**config.mk**
```make
export PLATFORM = sky130hd
export DESIGN_NAME = boot_cmd_core
export DESIGN_NICKNAME = d
export VERILOG_FILES = /design/src/boot_cmd_pkg.sv /design/src/byte_skid2.sv /design/src/boot_cmd_core.sv
export SDC_FILE = /design/constraint.sdc
export NUM_CORES = 1
export LEC_CHECK = 0
export ABC_CLOCK_PERIOD_IN_PS = 9950
export BUFFER_PORTS_ARGS = -buffer_cell sky130_fd_sc_hd__buf_2
export CORE_ASPECT_RATIO = 1.25
export CORE_MARGIN = 2
export CORE_UTILIZATION = 30
export CTS_BUF_LIST = sky130_fd_sc_hd__clkbuf_8
export DETAILED_ROUTE_END_ITERATION = 10
export SYNTH_ARGS = -nofsm -noshare
export SYNTH_HDL_FRONTEND = slang
export SYNTH_SLANG_ARGS = --single-unit
```
**constraint.sdc**
```tcl
create_clock -name MCLK -period 9.95 [get_ports MCLK]
set_clock_uncertainty 0.05 [all_clocks]
set_input_delay 0.4975 -clock MCLK [delete_from_list [all_inputs] [get_ports MCLK]]
set_output_delay 0.4975 -clock MCLK [all_outputs]
set_load 0.03 [all_outputs]
```
**src/boot_cmd_pkg.sv**
```systemverilog
// Codes, states and carriers shared by the boot command interpreter
package boot_cmd_pkg;
    // Command codes
    localparam logic [7:0] CMD_DEV_INQ = 8'h20;
    localparam logic [7:0] CMD_DEV_SEL = 8'h10;
    localparam logic [7:0] CMD_CLK_INQ = 8'h21;
    localparam logic [7:0] CMD_CLK_SEL = 8'h11;
    localparam logic [7:0] CMD_DIV_INQ = 8'h22;
    localparam logic [7:0] CMD_FRQ_INQ = 8'h23;
    localparam logic [7:0] CMD_BOOT_INQ = 8'h24;
    localparam logic [7:0] CMD_USER_INQ = 8'h25;
    localparam logic [7:0] CMD_ERB_INQ = 8'h26;
    localparam logic [7:0] CMD_UNIT_INQ = 8'h27;
    localparam logic [7:0] CMD_RATE_SEL = 8'h3f;
    localparam logic [7:0] CMD_ENTER_PE = 8'h40;
    localparam logic [7:0] CMD_PSEL_BOOT = 8'h42;
    localparam logic [7:0] CMD_PSEL_USER = 8'h43;
    localparam logic [7:0] CMD_ESEL = 8'h48;
    localparam logic [7:0] CMD_SUM_BOOT = 8'h4a;
    localparam logic [7:0] CMD_SUM_USER = 8'h4b;
    localparam logic [7:0] CMD_BLK_BOOT = 8'h4c;
    localparam logic [7:0] CMD_BLK_USER = 8'h4d;
    localparam logic [7:0] CMD_STATUS = 8'h4f;
    localparam logic [7:0] CMD_PROG128 = 8'h50;
    localparam logic [7:0] CMD_READ = 8'h52;
    localparam logic [7:0] CMD_BERASE = 8'h58;
    // Answer bytes
    localparam logic [7:0] RSP_ACK = 8'h06;
    localparam logic [7:0] RSP_CMD_ERR = 8'h80;
    localparam logic [7:0] RSP_ERR_BIT = 8'h80;
    localparam logic [7:0] ERR_CHECKSUM = 8'h11;
    localparam logic [7:0] ERR_ADDRESS = 8'h2a;
    // Programming frame layout
    localparam int PROG_UNIT = 128;
    localparam int ADDR_BYTES = 4;
    localparam logic [31:0] PROG_END_ADDR = 32'hffffffff;
    localparam logic [7:0] ZERO_BYTE = 8'h00;
    // Flash array region selected for programming
    typedef enum logic {REGION_BOOT, REGION_USER} region_t;
    // Protocol phase
    typedef enum logic [2:0] {PH_NONE, PH_DEV, PH_CLK, PH_PE_WAIT, PH_PROG} phase_t;
    // Interpreter sequence
    typedef enum logic [2:0] {S_CMD, S_OP, S_ADDR, S_DATA, S_SUM, S_PROG, S_TX} seq_t;
    // Request to the routine engine
    typedef struct packed {
        logic req;
        logic [7:0] cmd;
        region_t region;
    } op_req_t;
    // Answer from the routine engine
    typedef struct packed {
        logic done;
        logic fail;
        logic [7:0] code;
    } op_rsp_t;
endpackage

```
**src/byte_skid2.sv**
```systemverilog
// Two-entry buffer with valid and ready on both sides
module byte_skid2 #(
    parameter int WIDTH = 8
) (
    input wire logic clk,
    input wire logic rst,
    input wire logic in_valid,
    input wire logic [WIDTH-1:0] in_data,
    output logic in_ready,
    output logic out_valid,
    output logic [WIDTH-1:0] out_data,
    input wire logic out_ready
);
    typedef struct packed {
        logic hv;
        logic [WIDTH-1:0] hd;
        logic tv;
        logic [WIDTH-1:0] td;
    } skid_t;
    skid_t s_q, s_d;

    // Head feeds the output, tail catches a word while the head stalls
    always_comb begin
        s_d = s_q;
        if (s_q.hv && out_ready) begin
            s_d.hv = s_q.tv;
            s_d.hd = s_q.td;
            s_d.tv = 1'b0;
        end
        if (in_valid && !s_q.tv) begin
            if (!s_d.hv) begin
                s_d.hv = 1'b1;
                s_d.hd = in_data;
            end else begin
                s_d.tv = 1'b1;
                s_d.td = in_data;
            end
        end
    end

    // Registered state
    always_ff @(posedge clk or posedge rst) begin
        if (rst) begin
            s_q <= '0;
        end else begin
            s_q <= s_d;
        end
    end

    assign in_ready = !s_q.tv; // Full only when both entries hold words
    assign out_valid = s_q.hv;
    assign out_data = s_q.hd;
endmodule

```
**src/boot_cmd_core.sv**
```systemverilog
// Boot-mode flash command interpreter with byte streams in and out
// How it works
// - Bad, misordered or unacceptable command answers 80h then the command byte.
// - Clock mode selection before device selection, or late inquiries, are errors.
// - Transition command after clock mode and rate selection; acceptance enters programming state.
// - Programming state accepts boot and user programming selection, and 128-byte writes after a selection.
// - Programming state accepts erase selection and block erase.
// - Programming state accepts memory read and both region sum checks.
// - Programming state accepts both blank checks and the status inquiry.
// - All-ones address ends programming; device waits for a new selection.
// - Boot programming selection answers ACK, or C2h then the routine error.
// - User programming selection answers ACK, or C3h then the routine error.
// - Each 128-byte write goes to the region chosen by the last selection.
// - 128-byte write answers ACK, or D0h with checksum, address or write code.
// - Transition erases user then boot region; ACK, or C0h with erase code.
module boot_cmd_core #(
    parameter int UNIT = boot_cmd_pkg::PROG_UNIT
) (
    input wire logic MCLK,
    input wire logic RST,
    input wire logic [7:0] RX_DATA,
    input wire logic RX_VALID,
    output logic RX_READY,
    output logic [7:0] TX_DATA,
    output logic TX_VALID,
    input wire logic TX_READY,
    output boot_cmd_pkg::op_req_t OP,
    input wire boot_cmd_pkg::op_rsp_t OP_RSP,
    output logic [31:0] PROG_ADDR,
    output logic [7:0] PROG_BYTE,
    output logic PROG_WE,
    output boot_cmd_pkg::phase_t PHASE
);
    localparam int CW = $clog2(UNIT + 1);

    typedef struct packed {
        boot_cmd_pkg::seq_t seq;
        boot_cmd_pkg::phase_t ph;
        logic rate_ok;
        boot_cmd_pkg::region_t region;
        logic [7:0] cmd;
        logic [7:0] sum;
        logic [CW-1:0] cnt;
        logic [31:0] addr;
        logic [7:0] tx0;
        logic [7:0] tx1;
        logic tx_two;
        logic tx_second;
        logic rx_rdy;
        boot_cmd_pkg::op_req_t op;
        logic we;
        logic [7:0] wbyte;
    } core_t;
    core_t s_q, s_d;

    logic take;
    logic acc;
    logic push_ready;
    logic [7:0] push_data;
    logic push_valid;

    assign take = RX_VALID && s_q.rx_rdy;
    assign push_valid = (s_q.seq == boot_cmd_pkg::S_TX);
    assign push_data = s_q.tx_second ? s_q.tx1 : s_q.tx0;

    // Acceptance of the incoming command byte in the current phase
    always_comb begin
        acc = 1'b0;
        if (s_q.ph == boot_cmd_pkg::PH_PE_WAIT || s_q.ph == boot_cmd_pkg::PH_PROG) begin
            case (RX_DATA)
                boot_cmd_pkg::CMD_PSEL_BOOT, boot_cmd_pkg::CMD_PSEL_USER:
                    acc = 1'b1;
                boot_cmd_pkg::CMD_PROG128:
                    acc = (s_q.ph == boot_cmd_pkg::PH_PROG);
                boot_cmd_pkg::CMD_ESEL, boot_cmd_pkg::CMD_BERASE:
                    acc = 1'b1;
                boot_cmd_pkg::CMD_READ, boot_cmd_pkg::CMD_SUM_BOOT, boot_cmd_pkg::CMD_SUM_USER:
                    acc = 1'b1;
                boot_cmd_pkg::CMD_BLK_BOOT, boot_cmd_pkg::CMD_BLK_USER, boot_cmd_pkg::CMD_STATUS:
                    acc = 1'b1;
                default:
                    acc = 1'b0;
            endcase
        end else begin
            case (RX_DATA)
                boot_cmd_pkg::CMD_DEV_INQ, boot_cmd_pkg::CMD_DEV_SEL:
                    acc = 1'b1;
                boot_cmd_pkg::CMD_CLK_INQ, boot_cmd_pkg::CMD_CLK_SEL:
                    acc = (s_q.ph != boot_cmd_pkg::PH_NONE);
                boot_cmd_pkg::CMD_DIV_INQ, boot_cmd_pkg::CMD_FRQ_INQ,
                boot_cmd_pkg::CMD_BOOT_INQ, boot_cmd_pkg::CMD_USER_INQ,
                boot_cmd_pkg::CMD_ERB_INQ, boot_cmd_pkg::CMD_UNIT_INQ,
                boot_cmd_pkg::CMD_RATE_SEL:
                    acc = (s_q.ph == boot_cmd_pkg::PH_CLK);
                boot_cmd_pkg::CMD_ENTER_PE:
                    acc = (s_q.ph == boot_cmd_pkg::PH_CLK) && s_q.rate_ok;
                default:
                    acc = 1'b0;
            endcase
        end
    end

    // Sequence, phase and answer framing
    always_comb begin
        s_d = s_q;
        s_d.op.req = 1'b0;
        s_d.we = 1'b0;
        case (s_q.seq)
            boot_cmd_pkg::S_CMD: begin
                if (take) begin
                    s_d.cmd = RX_DATA;
                    s_d.sum = RX_DATA;
                    s_d.cnt = '0;
                    if (!acc) begin
                        s_d.tx0 = boot_cmd_pkg::RSP_CMD_ERR;
                        s_d.tx1 = RX_DATA;
                        s_d.tx_two = 1'b1;
                        s_d.tx_second = 1'b0;
                        s_d.seq = boot_cmd_pkg::S_TX;
                    end else if (RX_DATA == boot_cmd_pkg::CMD_PROG128) begin
                        s_d.seq = boot_cmd_pkg::S_ADDR;
                    end else begin
                        s_d.op.req = 1'b1;
                        s_d.op.cmd = RX_DATA;
                        s_d.seq = boot_cmd_pkg::S_OP;
                    end
                end
            end
            boot_cmd_pkg::S_ADDR: begin
                if (take) begin
                    s_d.addr = {s_q.addr[23:0], RX_DATA};
                    s_d.sum = s_q.sum + RX_DATA;
                    s_d.cnt = s_q.cnt + 1'b1;
                    if (s_q.cnt == CW'(boot_cmd_pkg::ADDR_BYTES - 1)) begin
                        s_d.cnt = '0;
                        if ({s_q.addr[23:0], RX_DATA} == boot_cmd_pkg::PROG_END_ADDR) begin
                            s_d.seq = boot_cmd_pkg::S_SUM;
                        end else begin
                            s_d.seq = boot_cmd_pkg::S_DATA;
                        end
                    end
                end
            end
            boot_cmd_pkg::S_DATA: begin
                if (take) begin
                    s_d.sum = s_q.sum + RX_DATA;
                    s_d.we = 1'b1;
                    s_d.wbyte = RX_DATA;
                    s_d.cnt = s_q.cnt + 1'b1;
                    if (s_q.cnt == CW'(UNIT - 1)) begin
                        s_d.seq = boot_cmd_pkg::S_SUM;
                    end
                end
            end
            boot_cmd_pkg::S_SUM: begin
                if (take) begin
                    s_d.tx0 = boot_cmd_pkg::CMD_PROG128 | boot_cmd_pkg::RSP_ERR_BIT;
                    s_d.tx_two = 1'b1;
                    s_d.tx_second = 1'b0;
                    s_d.seq = boot_cmd_pkg::S_TX;
                    if (s_q.sum + RX_DATA != boot_cmd_pkg::ZERO_BYTE) begin
                        s_d.tx1 = boot_cmd_pkg::ERR_CHECKSUM;
                    end else if (s_q.addr == boot_cmd_pkg::PROG_END_ADDR) begin
                        s_d.tx0 = boot_cmd_pkg::RSP_ACK;
                        s_d.tx_two = 1'b0;
                        s_d.ph = boot_cmd_pkg::PH_PE_WAIT;
                    end else if (s_q.addr[$clog2(UNIT)-1:0] != '0) begin
                        s_d.tx1 = boot_cmd_pkg::ERR_ADDRESS;
                    end else begin
                        s_d.op.req = 1'b1;
                        s_d.op.cmd = boot_cmd_pkg::CMD_PROG128;
                        s_d.op.region = s_q.region;
                        s_d.seq = boot_cmd_pkg::S_OP;
                    end
                end
            end
            boot_cmd_pkg::S_OP: begin
                if (OP_RSP.done) begin
                    s_d.tx_second = 1'b0;
                    s_d.seq = boot_cmd_pkg::S_TX;
                    if (OP_RSP.fail) begin
                        // Error byte is the command with its top bit set, then the code
                        s_d.tx0 = s_q.cmd | boot_cmd_pkg::RSP_ERR_BIT;
                        s_d.tx1 = OP_RSP.code;
                        s_d.tx_two = 1'b1;
                    end else begin
                        s_d.tx0 = boot_cmd_pkg::RSP_ACK;
                        s_d.tx_two = 1'b0;
                        case (s_q.cmd)
                            boot_cmd_pkg::CMD_DEV_SEL:
                                s_d.ph = boot_cmd_pkg::PH_DEV;
                            boot_cmd_pkg::CMD_CLK_SEL: begin
                                s_d.ph = boot_cmd_pkg::PH_CLK;
                                s_d.rate_ok = 1'b0;
                            end
                            boot_cmd_pkg::CMD_RATE_SEL:
                                s_d.rate_ok = 1'b1;
                            boot_cmd_pkg::CMD_ENTER_PE:
                                s_d.ph = boot_cmd_pkg::PH_PE_WAIT;
                            boot_cmd_pkg::CMD_PSEL_BOOT: begin
                                s_d.ph = boot_cmd_pkg::PH_PROG;
                                s_d.region = boot_cmd_pkg::REGION_BOOT;
                            end
                            boot_cmd_pkg::CMD_PSEL_USER: begin
                                s_d.ph = boot_cmd_pkg::PH_PROG;
                                s_d.region = boot_cmd_pkg::REGION_USER;
                            end
                            boot_cmd_pkg::CMD_ESEL:
                                s_d.ph = boot_cmd_pkg::PH_PE_WAIT;
                            default: begin
                            end
                        endcase
                    end
                end
            end
            boot_cmd_pkg::S_TX: begin
                if (push_ready) begin
                    if (s_q.tx_two && !s_q.tx_second) begin
                        s_d.tx_second = 1'b1;
                    end else begin
                        s_d.seq = boot_cmd_pkg::S_CMD;
                    end
                end
            end
            default:
                s_d.seq = boot_cmd_pkg::S_CMD;
        endcase
        // Bytes are taken only in frame-reading states, one more not in the last one
        s_d.rx_rdy = (s_d.seq == boot_cmd_pkg::S_CMD) || (s_d.seq == boot_cmd_pkg::S_ADDR) ||
                     (s_d.seq == boot_cmd_pkg::S_DATA) || (s_d.seq == boot_cmd_pkg::S_SUM);
        if (take && s_q.rx_rdy && s_d.seq != s_q.seq && s_d.seq != boot_cmd_pkg::S_ADDR &&
            s_d.seq != boot_cmd_pkg::S_DATA && s_d.seq != boot_cmd_pkg::S_SUM) begin
            s_d.rx_rdy = 1'b0;
        end
    end

    // Registered state
    always_ff @(posedge MCLK or posedge RST) begin
        if (RST) begin
            s_q <= '0;
        end else begin
            s_q <= s_d;
        end
    end

    // Answer bytes leave through the two-entry buffer
    byte_skid2 #(.WIDTH(8)) u_tx (
        .clk(MCLK),
        .rst(RST),
        .in_valid(push_valid),
        .in_data(push_data),
        .in_ready(push_ready),
        .out_valid(TX_VALID),
        .out_data(TX_DATA),
        .out_ready(TX_READY)
    );

    assign RX_READY = s_q.rx_rdy;
    assign OP = s_q.op;
    assign PROG_ADDR = s_q.addr;
    assign PROG_BYTE = s_q.wbyte;
    assign PROG_WE = s_q.we;
    assign PHASE = s_q.ph;
endmodule

```
==> results of run 1 <==
-- where the power goes --
group | internal, uW | switching, uW
sequential | 595 | 106
combinational | 243 | 383
clock | 251 | 205
-- worst min-delay path by stage --
stage	startpoint	to	depth (start not counted)
after floorplan	u_tx.s_q[5]$_DFFE_PP0P_	u_tx.s_q[5]$_DFFE_PP0P_	2
after global placement	u_tx.s_q[1]$_DFFE_PP0P_	u_tx.s_q[1]$_DFFE_PP0P_	2
after detailed placement	u_tx.s_q[5]$_DFFE_PP0P_	u_tx.s_q[5]$_DFFE_PP0P_	2
after CTS	RST	PROG_BYTE[7]$_DFFE_PP0P_	2
after global routing	RST	PROG_BYTE[7]$_DFFE_PP0P_	2
final	RST	PROG_BYTE[7]$_DFFE_PP0P_	2
-- per-stage QoR --
| stage | std cells | cell area (um^2) |
|---|---|---|
| 6_report | 950 | 7220 |
| 5_1_grt | 950 | 7220 |
| 4_1_cts | 950 | 7220 |
| 3_5_place_dp | 919 | 6810 |
| 3_3_place_gp | 919 | 6810 |
| 2_1_floorplan | 641 | 6580 |
-- kinds of logic (layout without fill, tap and decap cells) --
family                     after synthesis  after routing  share of synthesized area
buffers and inverters                  104            134                     0.0958
xor gates and xnor gates                 5              5                    0.00666
and+or+nand+nor                        186            186                      0.149
adders and majority gates                9              9                     0.0183
AOI/OAI and AO/OA                      156            156                      0.172
DFF                                    120            120                      0.456
muxes                                   61             61                      0.103
-- metal layers --
metal / global-route usage / share of wire
met5: 0 / 0
met4: 0.0498 / 0.016
met3: 0.0335 / 0.049
met2: 0.250 / 0.50
met1: 0.185 / 0.44
-- Yosys cell counts (4+ instances only) --
master / instances / area share
a211oi_1: 10 / 0.011
a21o_1: 6 / 0.0068
a21oi_1: 27 / 0.021
a221o_1: 8 / 0.012
a22o_1: 10 / 0.013
a22oi_1: 4 / 0.0046
and2_1: 8 / 0.0076
and3_1: 11 / 0.010
buf_2: 9 / 0.0068
buf_4: 61 / 0.070
clkbuf_1: 20 / 0.011
dfrtp_1: 120 / 0.46
ha_1: 8 / 0.015
inv_1: 14 / 0.0080
mux2_2: 52 / 0.089
mux2i_1: 9 / 0.014
nand2_1: 61 / 0.035
nand2b_1: 7 / 0.0067
nand3_1: 10 / 0.0076
nand3b_1: 4 / 0.0046
nand4_1: 10 / 0.0095
nor2_1: 32 / 0.018
nor2b_1: 5 / 0.0048
nor3_1: 9 / 0.0068
nor3b_1: 4 / 0.0046
nor4_1: 4 / 0.0038
o211ai_1: 7 / 0.0080
o21a_1: 4 / 0.0046
o21ai_0: 40 / 0.030
o221ai_1: 6 / 0.0080
o22ai_1: 4 / 0.0038
or3_1: 4 / 0.0038
-- critical path: stages (launching register included) --
cell       delay (ns)
dfrtp_1          0.62
inv_1            0.35
and2_1           0.51
a2111oi_0        0.65
o221ai_1         0.21
o21ai_0          0.38
o211ai_1         0.17
o22ai_1          0.23
-- state kept, by name, summed over array words and instances (netlist names) --
name,flops
u_tx.out_data,8
s_q,47
PROG_ADDR,32
PROG_BYTE,8
PROG_WE,1
u_tx.s_q,9
RX_READY,1
u_tx.out_valid,1
PHASE,3
OP,10
-- cell type report --
| class | count | area (um^2) | area share |
|---|---|---|---|
| well taps | 279 | 349 | 0.0484 |
| repair buffers | 89 | 455 | 0.0631 |
| clock buffers | 18 | 248 | 0.0343 |
| multi-input cells | 417 | 2950 | 0.409 |
| clock inverters | 13 | 155 | 0.0215 |
| flip-flops and latches | 120 | 3000 | 0.416 |
| inverters | 14 | 55.1 | 0.00763 |
==> impl_metrics.toml, run 1 <==
[outcome]
status = "finished clean"

[cts]
worst_skew_pair.late_latency_ns = 0.45
post_cts_buffers = 0
cts_tree = "built"
cts_buffer_depth = 2
htree_levels = 4
cts_buffers = 17
cts_resized = 0
cts.sinks = 120
cts.hold.buffers_added = 0
cts-root-buf = "clkbuf_8"
path_clk_slew_ns = 0.07

[setup_path]
cp-start-kind = "register"
crit_required_ns = 10.24
reg2reg_slack_ns = 6.69
path_class = "reg -> reg"
setup.worst_path.end = "RX_READY$_DFF_PP0_"
startpoint = "s_q[100]$_DFF_PP0_"
reg2reg_depth = 7
timing.rr.start = "s_q[100]$_DFF_PP0_"
crit_fanout = 22
rr_endpoint = "RX_READY$_DFF_PP0_"
arrival_ns = 3.56
cp-end-kind = "register"

[floorplan]
fp-row-count = 60
die-area_mm2 = 0.0231
core_area_mm2 = 0.0215
io_pins = 86
die_w_um = 136
die_h_um = 170
initial_utilization = 0.305

[placed_design]
gp_congestion = 0.848
port_buffers = 85
dpl_worst_slack_ns = 6.56
dp_hpwl_mm = 12.1

[sta]
hold_viol_final = 0
grt_setup_unrepaired = "false"
tns_ns = 0
fin_crit_sh = 0.328
finalCriticalPeriod_ns = 3.26
max_freq_mhz = 306
final.setup.worst_slack_ns = 6.69
maxSlewViolCount = 0
whs_ns = 0.177
relSlewSlack = 0.412
tightest_slew_ns = 0.878
setup_viol = 0

[global_routing]
grt_max_degree = 68
antenna_found_initial = 0
grt_pass1_vias = 4796
overflow = 0
grt_usage = 0.148
grt_first_pass_wirelength_mm = 26.4

[pwr]
finalPower_uw = 1780
power_density_mw_per_mm2 = 247
ir_drop_mv = 0.168
power_leakage_uw = 0.00321

[routing]
totalWireLength_mm = 16.9
drc = 0
drt_pre_antenna_iters = 4
via_per_inst = 5.12
wl_per_cell_um = 17.8
first_iter_violations = 332
vias = 4863
antenna_left = 0

[synthesis]
netlist_area_mm2 = 0.00658
synth_cell_types = 68
ys_seq_area_frac = 0.456
syn_inst = 641
async_flop_share = 1.00
yosys_register_bits = 120
synth_edf_count = 0
syn-num-nets = 672
ys.flop_type = "dfrtp_1"
synth_area_per_cell_um2 = 10.3
synth_warnings = 0

[final_layout]
drive_gt1_frac = 0.285
num-fill-cells = 2220
final_cell_mix = "dfrtp_1, buf_2, nand2_1"
nets = 690
area_growth_pct = 9.68
fin_util = 0.335
layout_commonest_cell = "dfrtp_1"
num_antenna_cells = 0

[worst_hold_path]
holdCritPathClass = "in -> async"

[flow_run]
cap_violations = 0
Note: power is estimated with default switching activity, not from simulation.
==> run 2, diff against run 1 <==
ABC_AREA = 1   (was unset)
ABC_CLOCK_PERIOD_IN_PS = 3200   (was 9950)
clock period = 3.2 ns   (was 9.95 ns; I/O delays follow)
==> impl_metrics.toml, run 2 <==
[global_routing]
grt_usage = 0.154
grt_max_degree = 54
overflow = 0
grt_pass1_vias = 5751
antenna_found_initial = 0
grt_first_pass_wirelength_mm = 29.8

[synthesis]
yosys_register_bits = 120
synth_area_leaders = "dfrtp_1, nand2_1, buf_4"
synth_edf_count = 0
synth_xor_area_frac = 0.00128
synth_area_per_cell_um2 = 7.78
synthMostInstantiatedCell = "nand2_1"
synth_cell_types = 44
async_flop_share = 1.00
synthMuxAreaShare = 0.0115
synth.largest_area_cell = "dfrtp_1"
syn_inst = 882
ys.flop_type = "dfrtp_1"
synth_top_family_by_area = "simple AND/OR/NAND/NOR gates"
synthAdderAreaFrac = 0.0175
ys_seq_area_frac = 0.438
synth_top_area_frac = 0.438
yosys-top-cells-count = "nand2_1, dfrtp_1, inv_1"
netlist_area_mm2 = 0.00686
synth_warnings = 0
yosys.area_share.simple = 0.259
synth_compound_area_frac = 0.130
syn-num-nets = 913

[flow_run]
cap_violations = 0

[routing]
first_iter_violations = 354
via_per_inst = 4.74
antenna_left = 0
vias = 5735
drc = 0
drt_pre_antenna_iters = 5
wl_per_cell_um = 15.0
totalWireLength_mm = 18.1

[final_layout]
final_cell_mix = "nand2_1, dfrtp_1, inv_1"
num_antenna_cells = 0
final_cell_area_mm2 = 0.00756
area_growth_pct = 10.2
regMostFlops = "s_q"
num-fill-cells = 2361
drive_gt1_frac = 0.194
largest_reg_flops = 47
instances_no_fill = 1210
layout_commonest_cell = "nand2_1"
nets = 946

[sta]
max_freq_mhz = 390
maxSlewViolCount = 0
final.setup.worst_slack_ns = 0.635
fin_crit_sh = 0.801
setup_viol = 0
hold_viol_final = 0
tns_ns = 0
tightest_slew_ns = 0.839
finalCriticalPeriod_ns = 2.56
relSlewSlack = 0.439
grt_setup_unrepaired = "false"

[floorplan]
io_pins = 86
fp-row-count = 61
die_h_um = 173
initial_utilization = 0.307
core_area_mm2 = 0.0224
die_w_um = 139
die-area_mm2 = 0.0241

[setup_path]
crit_chain = "dlygate4sd3_1 > buf_2 > ha_1 > fa_1 > nor2_1 > nor2_1 > nor2_1 > nand3_1 > nor2_1 > nand2_1 > nor2_4 > inv_4 > nor2_8 > nand2_4 > nand2_4 > inv_4 > nand2_1 > o21ai_1"
cp-end-kind = "register"
crit_required_ns = 3.49
crit_fanout = 7
cp_common_cell = "nor2_1"
timing.rr.start = "s_q[78]$_DFFE_PP0P_"
max_stage_delay_ns = 0.54
arrival_ns = 2.85
reg2reg_slack_ns = 0.69
critical-path-slowest-cell = "dlygate4sd3_1"
startpoint = "RX_DATA[0]"
cp-start-kind = "input pin"
path_class = "in -> reg"

[cts]
cts_resized = 0
cts_buffer_depth = 2
cts-root-buf = "clkbuf_8"
cts_buffers = 17
path_clk_slew_ns = 0.08
cts_tree = "built"
cts.sinks = 120
worst_skew_pair.late_latency_ns = 0.45
htree_levels = 4

[pwr]
power_density_mw_per_mm2 = 991
finalPower_uw = 7490
ir_drop_mv = 0.443
power_leakage_uw = 0.00377

[placed_design]
dp_hpwl_mm = 13.6
placed_area_mm2 = 0.00714
gp_congestion = 0.886
dpl_worst_slack_ns = 0.700
placed_cells = 1176
port_buffers = 85

[worst_hold_path]
hp-start = "RX_DATA[2]"
holdCritPathClass = "in -> reg"

[outcome]
status = "finished clean"
run 2: cell types whose count changed in the layout (fill, tap and decap cells not counted), moves of 11 or more:
cell     change
nand2_1    +175
inv_1       +80
mux2_2      -45
o21ai_0     +39
nand3_1     +38
nor2_1      +27
and3_1      -11
run 2: report_power, final:
group          internal, uW  total (uW)  switching [uW]
Combinational          1070        3490            2420
Clock                   725        1370             641
Sequential             2140        2630             492
Total                  3930        7490            3550
run 2: kinds of logic (layout without fill, tap and decap cells):
family	count (synthesis)	count (layout)
simple gates	403	403
buf+inv	187	232
compound gates	155	155
flops	120	120
fa+ha+maj	9	9
mux	7	7
xor+xnor	1	1
run 2: layout make-up:
cell class / instances / area [um^2] / area share
inverter: 107 / 418 / 0.0553
clock inverter: 12 / 128 / 0.0169
sequential: 120 / 3000 / 0.397
multi-input combinational: 575 / 2880 / 0.381
timing repair buffer: 94 / 513 / 0.0679
tap: 283 / 354 / 0.0469
clock buffer: 19 / 262 / 0.0346
run 2: final timing paths:
check / cells past startpoint / endpoint
setup reg to reg: 16 / OP[6]$_DFFE_PP0P_
hold reg to reg: 2 / s_q[23]$_DFFE_PP0P_
setup / recovery: 18 / OP[6]$_DFFE_PP0P_
min in group asynchronous: 3 / u_tx.out_valid$_DFF_PP0_
hold / removal: 3 / OP[3]$_DFFE_PP0P_
max in group asynchronous: 4 / s_q[83]$_DFFE_PP0P_
run 2: timing repair:
item	in CTS	in global routing
hold buffers	3	0
hold endpoints to repair	38	0
buffers inserted	0	0
setup endpoints to repair	0	0
run 2: per-stage QoR:
step	utilization	hold WS, ns
floorplan	-	0.231
global placement	0.319	0.312
detailed placement	0.319	0.325
CTS	0.338	0.000410
global route	0.338	0.0238
finish	0.338	0.0273
run 2: per-layer routing:
| metal | track usage | up-vias | routed length (um) |
|---|---|---|---|
| met4 | 0.0526 | 0 | 373 |
| met1 | 0.194 | 2680 | 7990 |
| li1 | - | 2867 | - |
| met3 | 0.0374 | 27 | 972 |
| met5 | 0 | - | 0 |
| met2 | 0.259 | 161 | 8800 |
run 2: critical path: cells and delay by family:
kind | cells | cell delay [ns]
adder cells (fa/ha/maj) | 2 | 0.68
AND/OR/NAND/NOR | 11 | 1.10
buffers and inverters | 4 | 0.85
AO/OA/AOI/OAI | 1 | 0.07
